File: config.mk
export PLATFORM = sky130hd
export DESIGN_NAME = bwsb_status_bank
export DESIGN_NICKNAME = d
export VERILOG_FILES = /design/src/bwsb_pkg.sv /design/src/bwsb_status_bank.sv /design/src/bwsb_tx_recovery.sv
export SDC_FILE = /design/constraint.sdc
export NUM_CORES = 1
export LEC_CHECK = 0
export ABC_AREA = 1
export BUFFER_PORTS_ARGS = -buffer_cell sky130_fd_sc_hd__buf_2
export CAP_MARGIN = 30
export CELL_PAD_IN_SITES_DETAIL_PLACEMENT = 2
export CELL_PAD_IN_SITES_GLOBAL_PLACEMENT = 2
export CORE_MARGIN = 10
export CORE_UTILIZATION = 28
export CTS_CLUSTER_SIZE = 25
export DETAILED_ROUTE_END_ITERATION = 7
export PLACE_DENSITY_LB_ADDON = 0.1
export REMOVE_ABC_BUFFERS = 1
export SYNTH_ARGS = -nofsm -noshare
export SYNTH_HDL_FRONTEND = slang
export SYNTH_SLANG_ARGS = --single-unit
export TNS_END_PERCENT = 1
File: constraint.sdc
create_clock -name clk -period 2.2 [get_ports clk]
set_clock_uncertainty 0.1 [all_clocks]
set_input_delay 0.44 -clock clk [delete_from_list [all_inputs] [get_ports clk]]
set_output_delay 0.44 -clock clk [all_outputs]
set_load 0.1 [all_outputs]
File: src/bwsb_pkg.sv
// Package of constants and types for the bus, wake and switch status bank.
// Assumes a 125 MHz system clock and a 7-bit register address from the serial port.
package bwsb_pkg;

  localparam int unsigned ADDR_W = 7;
  localparam int unsigned DATA_W = 8;

  localparam logic [6:0] ADDR_SECOND_LIN_BUS_STATUS      = 7'h45;
  localparam logic [6:0] ADDR_WAKE_SOURCE_STATUS_ONE     = 7'h46;
  localparam logic [6:0] ADDR_WAKE_SOURCE_STATUS_TWO     = 7'h47;
  localparam logic [6:0] ADDR_WAKE_INPUT_LEVEL_STATUS    = 7'h48;
  localparam logic [6:0] ADDR_HIGH_SIDE_OVERLOAD_STATUS  = 7'h54;
  localparam logic [6:0] ADDR_HIGH_SIDE_OPEN_LOAD_STATUS = 7'h55;

  localparam logic [7:0] RESET_STATUS = 8'h00;

  localparam int unsigned FAULT_LSB       = 1;
  localparam int unsigned WK1_LIN2_BIT    = 7;
  localparam int unsigned WK1_LIN1_BIT    = 6;
  localparam int unsigned WK1_CAN_BIT     = 5;
  localparam int unsigned WK1_TIMER_BIT   = 4;
  localparam int unsigned WK1_INPUT_LSB   = 0;
  localparam int unsigned WK2_GP_LSB      = 4;
  localparam int unsigned LVL_DEV_BIT     = 7;
  localparam int unsigned LVL_PULLUP_BIT  = 6;
  localparam int unsigned LVL_GP_LSB      = 4;
  localparam int unsigned LVL_WK_LSB      = 0;
  localparam int unsigned HS_COUNT        = 4;
  localparam int unsigned WK_COUNT        = 3;
  localparam int unsigned GP_COUNT        = 2;

  localparam logic [1:0] FAULT_NONE     = 2'h0;
  localparam logic [1:0] FAULT_THERMAL  = 2'h1;
  localparam logic [1:0] FAULT_TXD_DOM  = 2'h2;
  localparam logic [1:0] FAULT_BUS_DOM  = 2'h3;

  localparam int unsigned CLK_PERIOD_NS     = 8;
  localparam int unsigned TX_ENABLE_TIME_NS = 10000;
  localparam int unsigned TX_ENABLE_CYCLES  =
    (TX_ENABLE_TIME_NS + CLK_PERIOD_NS - 1) / CLK_PERIOD_NS;

  typedef enum logic [2:0] {
    BWSB_MODE_INIT,
    BWSB_MODE_NORMAL,
    BWSB_MODE_STOP,
    BWSB_MODE_SLEEP,
    BWSB_MODE_RESTART,
    BWSB_MODE_FAILSAFE
  } bwsb_mode_t;

  typedef enum logic [1:0] {
    BWSB_GP_OFF,
    BWSB_GP_WAKE_INPUT,
    BWSB_GP_LOW_SIDE,
    BWSB_GP_HIGH_SIDE
  } bwsb_gp_cfg_t;

  typedef struct packed {
    logic                lin2;
    logic                lin1;
    logic                can;
    logic                timer;
    logic [WK_COUNT-1:0] wakeInput;
    logic [GP_COUNT-1:0] gpPin;
  } bwsb_wake_t;

  typedef struct packed {
    logic thermal;
    logic txdTimeout;
    logic busTimeout;
    logic txdHigh;
    logic busRecessive;
    logic txOff;
    logic supplyOk;
  } bwsb_lin_t;

endpackage

File: src/bwsb_status_bank.sv
// Status register bank for second LIN faults, wake sources, levels and switch flags.
// Assumes a serial register port that issues one-cycle access strobes on clk.
`timescale 1ns/1ps
module bwsb_status_bank
  import bwsb_pkg::*;
#(
  parameter int unsigned ENABLE_CYCLES = TX_ENABLE_CYCLES
)
(
  input  wire logic                clk,
  input  wire logic                resetn,
  input  wire logic                softReset,
  input  wire logic                accessValid,
  input  wire logic                accessWrite,
  input  wire logic [ADDR_W-1:0]   accessAddr,
  input  wire logic [DATA_W-1:0]   writeData,
  output logic      [DATA_W-1:0]   readData,
  output logic                     readValid,
  input  wire bwsb_lin_t           lin2,
  output logic                     lin2TxEnable,
  input  wire bwsb_wake_t          wakeEvent,
  input  wire logic                failSafeWake,
  input  wire bwsb_wake_t          failSafeWakeSrc,
  input  wire bwsb_mode_t          sbcMode,
  input  wire bwsb_gp_cfg_t        gpCfg1,
  input  wire bwsb_gp_cfg_t        gpCfg2,
  input  wire logic [GP_COUNT-1:0] gpPinLevel,
  input  wire logic [WK_COUNT-1:0] wakePinLevel,
  input  wire logic                cyclicActive,
  input  wire logic                sampleStrobe,
  input  wire logic [WK_COUNT-1:0] sampledLevel,
  input  wire logic                testPinStrap,
  input  wire logic                intPullupDetect,
  input  wire logic [HS_COUNT-1:0] hsOverloadEvt,
  input  wire logic [HS_COUNT-1:0] hsOpenLoadEvt,
  input  wire logic                supplyLowRange,
  output logic                     hsOverloadCaution
);

  logic [1:0]          faultCode_q;
  logic [1:0]          faultCode_d;
  logic [7:0]          wakeOne_q;
  logic [7:0]          wakeOne_d;
  logic [GP_COUNT-1:0] wakeGp_q;
  logic [GP_COUNT-1:0] wakeGp_d;
  logic [HS_COUNT-1:0] overload_q;
  logic [HS_COUNT-1:0] overload_d;
  logic [HS_COUNT-1:0] openLoad_q;
  logic [HS_COUNT-1:0] openLoad_d;
  logic                strapDev_q;
  logic                strapDev_d;
  logic                strapPullup_q;
  logic                strapPullup_d;
  logic                strapTaken_q;
  logic                strapTaken_d;
  logic [GP_COUNT-1:0] gpLevel_q;
  logic [GP_COUNT-1:0] gpLevel_d;
  logic [WK_COUNT-1:0] wkLevel_q;
  logic [WK_COUNT-1:0] wkLevel_d;
  logic [DATA_W-1:0]   readData_q;
  logic [DATA_W-1:0]   readData_d;
  logic                readValid_q;
  logic                readValid_d;
  logic                caution_q;
  logic                caution_d;
  logic                txEnableRaw;
  logic                wrStrobe;
  logic                rdStrobe;
  logic                wrSecondLin;
  logic                wrWakeOne;
  logic                wrWakeTwo;
  logic                wrOverload;
  logic                wrOpenLoad;
  logic [DATA_W-1:0]   keep;
  logic [1:0]          faultEvt;
  logic [7:0]          wakeOneSet;
  logic [GP_COUNT-1:0] wakeGpSet;
  logic [GP_COUNT-1:0] gpUpdate;
  logic [DATA_W-1:0]   regLevel;
  bwsb_gp_cfg_t        gpCfg [GP_COUNT];

  bwsb_tx_recovery #(
    .ENABLE_CYCLES (ENABLE_CYCLES)
  ) u_tx_recovery (
    .clk      (clk),
    .resetn   (resetn),
    .lin      (lin2),
    .txEnable (txEnableRaw)
  );

  // A write clears every flag whose data bit is written as zero.
  assign wrStrobe = accessValid && accessWrite;
  assign keep     = writeData;
  assign rdStrobe = accessValid && !accessWrite;

  // Per-register write selects; the level register has nothing to clear.
  assign wrSecondLin = wrStrobe && (accessAddr == ADDR_SECOND_LIN_BUS_STATUS);
  assign wrWakeOne   = wrStrobe && (accessAddr == ADDR_WAKE_SOURCE_STATUS_ONE);
  assign wrWakeTwo   = wrStrobe && (accessAddr == ADDR_WAKE_SOURCE_STATUS_TWO);
  assign wrOverload  = wrStrobe && (accessAddr == ADDR_HIGH_SIDE_OVERLOAD_STATUS);
  assign wrOpenLoad  = wrStrobe && (accessAddr == ADDR_HIGH_SIDE_OPEN_LOAD_STATUS);
  assign gpCfg[0] = gpCfg1;
  assign gpCfg[1] = gpCfg2;

  // Second LIN fault code; a new detection outranks a clear in the same cycle.
  always_comb
  begin
    faultEvt = FAULT_NONE;
    if (lin2.thermal)
    begin
      faultEvt = FAULT_THERMAL;
    end
    else if (lin2.txdTimeout)
    begin
      faultEvt = FAULT_TXD_DOM;
    end
    else if (lin2.busTimeout)
    begin
      faultEvt = FAULT_BUS_DOM;
    end
    faultCode_d = faultCode_q;
    if (wrSecondLin)
    begin
      faultCode_d = faultCode_q & keep[FAULT_LSB +: 2];
    end
    if (faultEvt != FAULT_NONE)
    begin
      faultCode_d = faultEvt;
    end
    if (softReset)
    begin
      faultCode_d = FAULT_NONE;
    end
  end

  // Wake source flags, from live wake events and from a fail-safe exit.
  always_comb
  begin
    wakeOneSet = '0;
    wakeOneSet[WK1_LIN2_BIT]  = wakeEvent.lin2  || (failSafeWake && failSafeWakeSrc.lin2);
    wakeOneSet[WK1_LIN1_BIT]  = wakeEvent.lin1  || (failSafeWake && failSafeWakeSrc.lin1);
    wakeOneSet[WK1_CAN_BIT]   = wakeEvent.can   || (failSafeWake && failSafeWakeSrc.can);
    wakeOneSet[WK1_TIMER_BIT] = wakeEvent.timer || (failSafeWake && failSafeWakeSrc.timer);
    wakeOneSet[WK1_INPUT_LSB +: WK_COUNT] = wakeEvent.wakeInput |
      ({WK_COUNT{failSafeWake}} & failSafeWakeSrc.wakeInput);
    wakeGpSet = wakeEvent.gpPin |
      ({GP_COUNT{failSafeWake}} & failSafeWakeSrc.gpPin);
    wakeOne_d = wakeOne_q;
    wakeGp_d  = wakeGp_q;
    if (wrWakeOne)
    begin
      wakeOne_d = wakeOne_q & keep;
    end
    if (wrWakeTwo)
    begin
      wakeGp_d = wakeGp_q & keep[WK2_GP_LSB +: GP_COUNT];
    end
    wakeOne_d = wakeOne_d | wakeOneSet;
    wakeGp_d  = wakeGp_d | wakeGpSet;
    if (softReset)
    begin
      wakeOne_d = RESET_STATUS;
      wakeGp_d  = '0;
    end
  end

  // High-side switch overload and open-load flags, one slice per switch.
  for (genvar i = 0; i < HS_COUNT; i++)
  begin : g_hs
    always_comb
    begin
      overload_d[i] = overload_q[i];
      openLoad_d[i] = openLoad_q[i];
      if (wrOverload && !keep[i])
      begin
        overload_d[i] = 1'b0;
      end
      if (wrOpenLoad && !keep[i])
      begin
        openLoad_d[i] = 1'b0;
      end
      if (hsOverloadEvt[i])
      begin
        overload_d[i] = 1'b1;
      end
      if (hsOpenLoadEvt[i])
      begin
        openLoad_d[i] = 1'b1;
      end
      if (softReset)
      begin
        overload_d[i] = 1'b0;
        openLoad_d[i] = 1'b0;
      end
    end
  end

  // Pin and strap levels.
  for (genvar g = 0; g < GP_COUNT; g++)
  begin : g_gp
    assign gpUpdate[g] = (sbcMode == BWSB_MODE_NORMAL || sbcMode == BWSB_MODE_STOP) &&
                         (gpCfg[g] == BWSB_GP_WAKE_INPUT || gpCfg[g] == BWSB_GP_LOW_SIDE ||
                          gpCfg[g] == BWSB_GP_HIGH_SIDE);
  end

  always_comb
  begin
    strapTaken_d  = 1'b1;
    strapDev_d    = strapDev_q;
    strapPullup_d = strapPullup_q;
    if (!strapTaken_q)
    begin
      strapDev_d    = testPinStrap;
      strapPullup_d = intPullupDetect;
    end
    for (int k = 0; k < GP_COUNT; k++)
    begin
      gpLevel_d[k] = gpUpdate[k] ? gpPinLevel[k] : gpLevel_q[k];
    end
    wkLevel_d = wkLevel_q;
    if (!cyclicActive)
    begin
      wkLevel_d = wakePinLevel;
    end
    else if (sampleStrobe)
    begin
      wkLevel_d = sampledLevel;
    end
  end

  // Read path; unmapped addresses and reserved bits read as zero.
  always_comb
  begin
    regLevel = '0;
    regLevel[LVL_DEV_BIT]               = strapDev_q;
    regLevel[LVL_PULLUP_BIT]            = strapPullup_q;
    regLevel[LVL_GP_LSB +: GP_COUNT]    = gpLevel_q;
    regLevel[LVL_WK_LSB +: WK_COUNT]    = wkLevel_q;
    readData_d  = readData_q;
    readValid_d = rdStrobe;
    if (rdStrobe)
    begin
      readData_d = '0;
      case (accessAddr)
        ADDR_SECOND_LIN_BUS_STATUS:      readData_d[FAULT_LSB +: 2] = faultCode_q;
        ADDR_WAKE_SOURCE_STATUS_ONE:     readData_d = wakeOne_q;
        ADDR_WAKE_SOURCE_STATUS_TWO:     readData_d[WK2_GP_LSB +: GP_COUNT] = wakeGp_q;
        ADDR_WAKE_INPUT_LEVEL_STATUS:    readData_d = regLevel;
        ADDR_HIGH_SIDE_OVERLOAD_STATUS:  readData_d[HS_COUNT-1:0] = overload_q;
        ADDR_HIGH_SIDE_OPEN_LOAD_STATUS: readData_d[HS_COUNT-1:0] = openLoad_q;
        default:                         readData_d = '0;
      endcase
    end
  end

  // Overload caution follows the supply range one cycle late.
  always_comb
  begin
    caution_d = supplyLowRange;
  end

  // Asynchronous reset is power-on; a restart touches none of these flags.
  always_ff @(posedge clk or negedge resetn)
  begin
    if (!resetn)
    begin
      faultCode_q <= FAULT_NONE;
    end
    else
    begin
      faultCode_q <= faultCode_d;
    end
  end

  // Registers the wake source flags.
  always_ff @(posedge clk or negedge resetn)
  begin
    if (!resetn)
    begin
      wakeOne_q <= RESET_STATUS;
      wakeGp_q  <= '0;
    end
    else
    begin
      wakeOne_q <= wakeOne_d;
      wakeGp_q  <= wakeGp_d;
    end
  end

  // Registers the high-side switch flags.
  always_ff @(posedge clk or negedge resetn)
  begin
    if (!resetn)
    begin
      overload_q <= '0;
      openLoad_q <= '0;
    end
    else
    begin
      overload_q <= overload_d;
      openLoad_q <= openLoad_d;
    end
  end

  // Registers the straps and the pin levels.
  always_ff @(posedge clk or negedge resetn)
  begin
    if (!resetn)
    begin
      strapDev_q    <= 1'b0;
      strapPullup_q <= 1'b0;
      strapTaken_q  <= 1'b0;
      gpLevel_q     <= '0;
      wkLevel_q     <= '0;
    end
    else
    begin
      strapDev_q    <= strapDev_d;
      strapPullup_q <= strapPullup_d;
      strapTaken_q  <= strapTaken_d;
      gpLevel_q     <= gpLevel_d;
      wkLevel_q     <= wkLevel_d;
    end
  end

  // Registers the read answer.
  always_ff @(posedge clk or negedge resetn)
  begin
    if (!resetn)
    begin
      readData_q  <= RESET_STATUS;
      readValid_q <= 1'b0;
    end
    else
    begin
      readData_q  <= readData_d;
      readValid_q <= readValid_d;
    end
  end

  // Registers the overload caution flag.
  always_ff @(posedge clk or negedge resetn)
  begin
    if (!resetn)
    begin
      caution_q <= 1'b0;
    end
    else
    begin
      caution_q <= caution_d;
    end
  end

  assign readData          = readData_q;
  assign readValid         = readValid_q;
  assign hsOverloadCaution = caution_q;
  assign lin2TxEnable      = txEnableRaw;

endmodule

File: src/bwsb_tx_recovery.sv
// Second LIN transmitter recovery tracker.
// Assumes transceiver detections arrive synchronous to clk.
`timescale 1ns/1ps
module bwsb_tx_recovery
  import bwsb_pkg::*;
#(
  parameter int unsigned ENABLE_CYCLES = TX_ENABLE_CYCLES
)
(
  input  wire logic      clk,
  input  wire logic      resetn,
  input  wire bwsb_lin_t lin,
  output logic           txEnable
);

  localparam int unsigned CNT_W = $clog2(ENABLE_CYCLES + 1);
  localparam logic [CNT_W-1:0] CNT_DONE = CNT_W'(ENABLE_CYCLES);

  logic             txdDom_q;
  logic             txdDom_d;
  logic             busDom_q;
  logic             busDom_d;
  logic [CNT_W-1:0] highCnt_q;
  logic [CNT_W-1:0] highCnt_d;
  logic             txEnable_q;
  logic             txEnable_d;
  logic             faultActive;

  always_comb
  begin
    txdDom_d = txdDom_q;
    if (lin.txdHigh || lin.txOff)
    begin
      txdDom_d = 1'b0;
    end
    if (lin.txdTimeout)
    begin
      txdDom_d = 1'b1;
    end
    busDom_d = busDom_q;
    if (lin.busRecessive || lin.txOff)
    begin
      busDom_d = 1'b0;
    end
    if (lin.busTimeout)
    begin
      busDom_d = 1'b1;
    end
    faultActive = txdDom_d || busDom_d || lin.thermal || !lin.supplyOk;
    highCnt_d   = highCnt_q;
    txEnable_d  = txEnable_q;
    if (faultActive)
    begin
      txEnable_d = 1'b0;
      highCnt_d  = '0;
    end
    else if (!txEnable_q)
    begin
      if (!lin.txdHigh)
      begin
        highCnt_d = '0;
      end
      else if (highCnt_q + 1'b1 >= CNT_DONE)
      begin
        txEnable_d = 1'b1;
        highCnt_d  = '0;
      end
      else
      begin
        highCnt_d = highCnt_q + 1'b1;
      end
    end
  end

  always_ff @(posedge clk or negedge resetn)
  begin
    if (!resetn)
    begin
      txdDom_q   <= 1'b0;
      busDom_q   <= 1'b0;
      highCnt_q  <= '0;
      txEnable_q <= 1'b1;
    end
    else
    begin
      txdDom_q   <= txdDom_d;
      busDom_q   <= busDom_d;
      highCnt_q  <= highCnt_d;
      txEnable_q <= txEnable_d;
    end
  end

  assign txEnable = txEnable_q;

endmodule

Word level (Yosys, flattened, before mapping)
Index checks and enable logic that the tools add are counted.
- output and inout port bits: 11
- flip-flop bits (word level): 52
- input bits: 74
- word-level logic and storage cells: 155
- bitwise operators: 9
- order comparisons: 1
- reduce and logical (&&, ||, !) cells: 51
- add/subtract/negate cells: 1
- multiplexer cells: 53
- equality and inequality tests: 16
- operators with widths (kind ; number):
    $mux 11 ; 4
    $eq 7x7->1 const B ; 6
    $mux 1 ; 32
    $reduce_bool 3->1 ; 9
    $logic_and 1x1->1 ; 21
    $mux 2 ; 8
    $mux 8 ; 2
    $logic_or 1x1->1 ; 14
    $add 11x1->11 const B ; 1
    $ge 11x11->1 const B ; 1
    $pmux 2 s5 ; 1
    $and 8x8->8 ; 1
    $eq 2x2->1 const B ; 4
    $or 8x8->8 ; 1
    $and 2x2->2 ; 3
    $logic_not 1->1 ; 6
    $mux 3 ; 2
    $pmux 2 s3 ; 1
    $eq 2x1->1 const B ; 2
    $or 2x2->2 ; 2
    $pmux 1 s4 ; 1
    $pmux 2 s2 ; 1
    $and 3x3->3 ; 1
    $eq 3x1->1 const B ; 1
    other kinds (6) ; 6

Longest topological paths before layout
- depth in word-level cells: 7
- mapped depth: 11
- depth with buffers taken out: 11

Hierarchy
From an unflattened synthesis, not the netlist that was laid out.
- cell total of the unflattened synthesis: 386
- area total of the unflattened synthesis: 2865.2 sq um
- by module, submodules not included (module ; seq. area each (sq um) ; times used ; cells an instance ; area an instance (sq um)):
    bwsb_status_bank ; 950.9 ; 1 ; 260 ; 1994.4
    bwsb_tx_recovery ; 351.6 ; 1 ; 126 ; 870.8

Worst setup path before layout
Ideal clock, no wire load.
- path type: input to register
- start point: input port accessAddr[5]
- end point: register overload_q[0]
- buffers on the path: 0
- library setup time: 0.136 ns
- data required time: 1.964 ns
- setup slack: 0.658 ns
- arrival time: 1.306 ns
- cell stages on the path: 8
- path through: inv_1 -> nand2_1 -> nor2_1 -> nand3_1 -> nor2_1 -> nand2_1 -> o21ai_0 -> a21oi_1
- cells in the longest elaborated chain, start to end: 4
- ends and longest elaborated chain (element ; RTL line ; RTL):
    start, declared ; bwsb_status_bank.sv:15 ; input wire logic [ADDR_W-1:0] accessAddr,
    $eq 7x7->1 ; bwsb_status_bank.sv:100 ; assign wrOverload = wrStrobe && (accessAddr == ADDR_HIGH_SIDE_OVERLOAD_STATUS);
    $logic_and 1x1->1 ; bwsb_status_bank.sv:100 ;
    $logic_and 1x1->1 ; bwsb_status_bank.sv:174 ; if (wrOverload && !keep[i])
    $reduce_bool 3->1 (no source line) ; n/a ;
    end signal, assigned ; bwsb_status_bank.sv:300 ; overload_q <= overload_d;
    end, declared ; bwsb_status_bank.sv:46 ; logic [HS_COUNT-1:0] overload_q;
No other way between the ends.
A chain may end at the register's enable or synchronous reset.

==> summary.txt <==
Worst setup path
  – Max incr delay on CP: 0.48 ns
  – Worst path top cell family by delay: simple AND/OR/NAND/NOR gates
  – Max FO, Critical Path: 9
  – R2R cell count: 10
  – CP max-delay cell: dfrtp_1
  – Start of the worst register-to-register path: u_tx_recovery.highCnt_q[0]
  – Buffers & Inverters on Critical Path: 0
  – Critical Path RT: 2.30 ns
  – Crit end category: flop
  – CP cell instances: ha_1 -> nand3_2 -> o21bai_1 -> nand2_1 -> nor2_1 -> nand3_2 -> nand2_4 -> nand2_4 -> nand2_1 -> nand2_1
  – Levels on crit path: 10
  – Startpoint types: flop
  – Arr. time, crit path: 1.98 ns
  – R2r setup slk: 0.32 ns
  – Crit Path Category: reg -> reg
  – End point of the critical path: u_tx_recovery.highCnt_q[2]
  – Worst Setup SP: u_tx_recovery.highCnt_q[0]
  – Most frequent CP cell: nand2_1
  – Crit Reg-Reg Endpoint: u_tx_recovery.highCnt_q[2]

Power
  – Pwr Density: 552 mW/mm^2
  – Internal power: 1.34 mW
  – Worst VDD drop: 0.345 mV
  – P_leak: 1.78 nW
  – Clock network fraction of total power: 0.303
  – Psw: 577 uW
  – Total Power: 1.91 mW
  – Sequential share of power: 0.541
  – Comb pwr share: 0.156
  – Switching share of power: 0.301

CTS
  – CTS Buffer Depth: 2
  – Root Driver: clkbuf_8
  – CTS tree: built
  – Post-CTS setup buffers: 0
  – Cts bufs inserted: 5
  – Clock-pin transition on the worst setup and hold timing paths: 0.11 ns
  – Clock sinks: 52
  – Htree depth: 2
  – Number of buffers inserted by hold repair at cts: 0
  – CTS resizes: 0
  – Clock Latency Late Sink: 0.31 ns

Detailed routing
  – Via count: 2724
  – Antenna Nets Post-Route: 0
  – Residual DRC count: 0
  – Drt wl/cell: 15.8 um
  – Drt pass-1 iters: 4
  – Vias per cell: 4.61
  – DR iter-0 viols: 67
  – Final wirelength: 9320 um

Floorplan
  – Core area: 0.00968 mm^2
  – Die Span X: 119 um
  – Die H: 119 um
  – I/O Pins: 85
  – Die Area: 0.0142 mm^2
  – Num rows: 36
  – Initial cell density of the core: 0.284

Place
  – RePlAce Congestion: 0.742
  – Port-buffer cells: 84
  – Placed inst area: 0.00338 mm^2
  – Placed Cells: 583
  – Place WS: 0.250 ns
  – DP HPWL: 7720 um

Final layout
  – Commonest non-fill, non-tap cells in the layout: 117 x nand2_1, 84 x buf_2, 51 x dfrtp_1
  – Syn-to-layout area delta: 26.1%
  – Fin util: 0.358
  – Final Cell Area: 0.00347 mm^2
  – Commonest non-fill, non-tap cell in the layout: nand2_1
  – Final nets: 533
  – Diode count: 0
  – Non-Filler Instances: 591
  – Layout cell share with drive strength beyond 1: 0.264
  – Fill cell count: 1201

GRT
  – Initial antenna violation count: 1
  – GR Overflow Total: 0
  – First-pass GRT wire length: 15600 um
  – Maximum number of pins on one net before global-route repair: 24
  – Total Routing Usage GR: 0.134
  – Number of global-route vias before repair: 3108

Min path
  – Worst min path class: in -> async

Timing
  – Hold Vio Cnt, Final: 0
  – RSZ-0062 raised after global routing: no
  – Final critical-path share of the clock period: 0.856
  – Hold_ws: 0.0229 ns
  – Max Clk Rate: 531 MHz
  – Worst slew pin tran: 0.609 ns
  – Final setup vio count: 0
  – Setup TNS: 0 ns
  – Crit path time final: 1.88 ns
  – Crit path setup slack, layout: 0.318 ns
  – Slew Limit Fails: 0
  – Slew headroom: 0.594

Synthesis
  – Gate Count Post-Synth: 365
  – Flops & latches, synth: 52
  – Syn Area/Cell: 7.54 um^2
  – Ys Warns: 0
  – Register area share after synthesis: 0.473
  – Synth cell types: 28
  – Mapped Area: 0.00275 mm^2

Run
  – MaxCap Viol Count: 0

Status
  – Status: finished, final reports clean
## worst reg2reg max path: stages, from the launching register on
cell and delay [ns]:
dfrtp_1 0.48, ha_1 0.26, nand3_2 0.15, o21bai_1 0.16, nand2_1 0.09, nor2_1 0.13, nand3_2 0.10, nand2_4 0.09
nand2_4 0.09, nand2_1 0.08, nand2_1 0.05
## worst min path at each step
stage | from | endpoint | slack [ns] | cells after the start
global route | resetn | faultCode_q[1] | 0.06 | 1
global placement | readData[4] | readData[4] | 0.36 | 2
finish | resetn | readData[1] | 0.02 | 1
floorplan | resetn | faultCode_q[0] | 0.04 | 0
CTS | resetn | faultCode_q[1] | 0.04 | 1
detailed placement | readData[5] | readData[5] | 0.37 | 2
## sequential cells by signal, summed over array words and instances (netlist names), 2 cells and up
| register | count |
|---|---|
| openLoad_q | 4 |
| wkLevel_q | 3 |
| overload_q | 4 |
| wakeGp_q | 2 |
| readData | 8 |
| faultCode_q | 2 |
| wakeOne_q | 8 |
| gpLevel_q | 2 |
| u_tx_recovery.highCnt_q | 11 |
## power by group through the flow
stage / registers, mW / clock network, mW / logic, mW
5_1_grt: 1.05 / 0.653 / 0.333
4_1_cts: 1.04 / 0.612 / 0.307
6_report: 1.04 / 0.580 / 0.299
3_5_place_dp: 1.06 / 0 / 0.306
3_3_place_gp: 1.05 / 0 / 0.297
2_1_floorplan: 1.12 / 0 / 0.0838
## cells by family (layout without fill, tap and decap cells)
logic type | count (synthesis) | in the layout | share of synthesized area
AOI/OAI and AO/OA | 63 | 63 | 0.119
adders and majority gates | 2 | 2 | 0.00909
buffers and inverters | 48 | 141 | 0.0659
DFF | 52 | 52 | 0.473
muxes | 4 | 4 | 0.0164
other | 1 | 1 | 0.00136
and+or+nand+nor | 195 | 195 | 0.315
## Yosys cell counts
cell / n / area share
o21ai_1: 7 / 0.013
inv_1: 41 / 0.056
nand2_1: 117 / 0.16
or2_2: 1 / 0.0023
nand2_4: 2 / 0.0082
o21ai_0: 18 / 0.033
inv_2: 2 / 0.0027
buf_1: 1 / 0.0014
nand3_2: 4 / 0.015
dfstp_2: 1 / 0.0096
nand3_1: 24 / 0.044
nand4_1: 4 / 0.0091
nor2_2: 1 / 0.0023
nor3_2: 1 / 0.0036
a21oi_1: 32 / 0.058
conb_1: 1 / 0.0014
nor2_1: 29 / 0.040
ha_1: 2 / 0.0091
o21bai_1: 3 / 0.0082
clkbuf_1: 3 / 0.0041
nand3b_1: 2 / 0.0055
mux2_2: 4 / 0.016
dfrtp_1: 51 / 0.46
nor2_4: 3 / 0.012
buf_2: 1 / 0.0018
nand2_2: 4 / 0.0091
nor3_1: 3 / 0.0055
a31oi_1: 3 / 0.0068
## metal layers
layer  track usage  part of all wire
met5             0           0.00086
met4        0.0298            0.0070
met3        0.0279             0.035
met2         0.242              0.51
met1         0.159              0.44
## area by class of cell
class | count | area, um^2 | area share
Tap cell | 133 | 166 | 0.0480
Multi-Input combinational cell | 265 | 1270 | 0.365
Sequential cell | 52 | 1300 | 0.376
Inverter | 43 | 161 | 0.0465
Clock inverter | 3 | 23.8 | 0.00685
Timing Repair Buffer | 90 | 478 | 0.138
Clock buffer | 5 | 68.8 | 0.0198
Power figures use the tool's default switching activity.
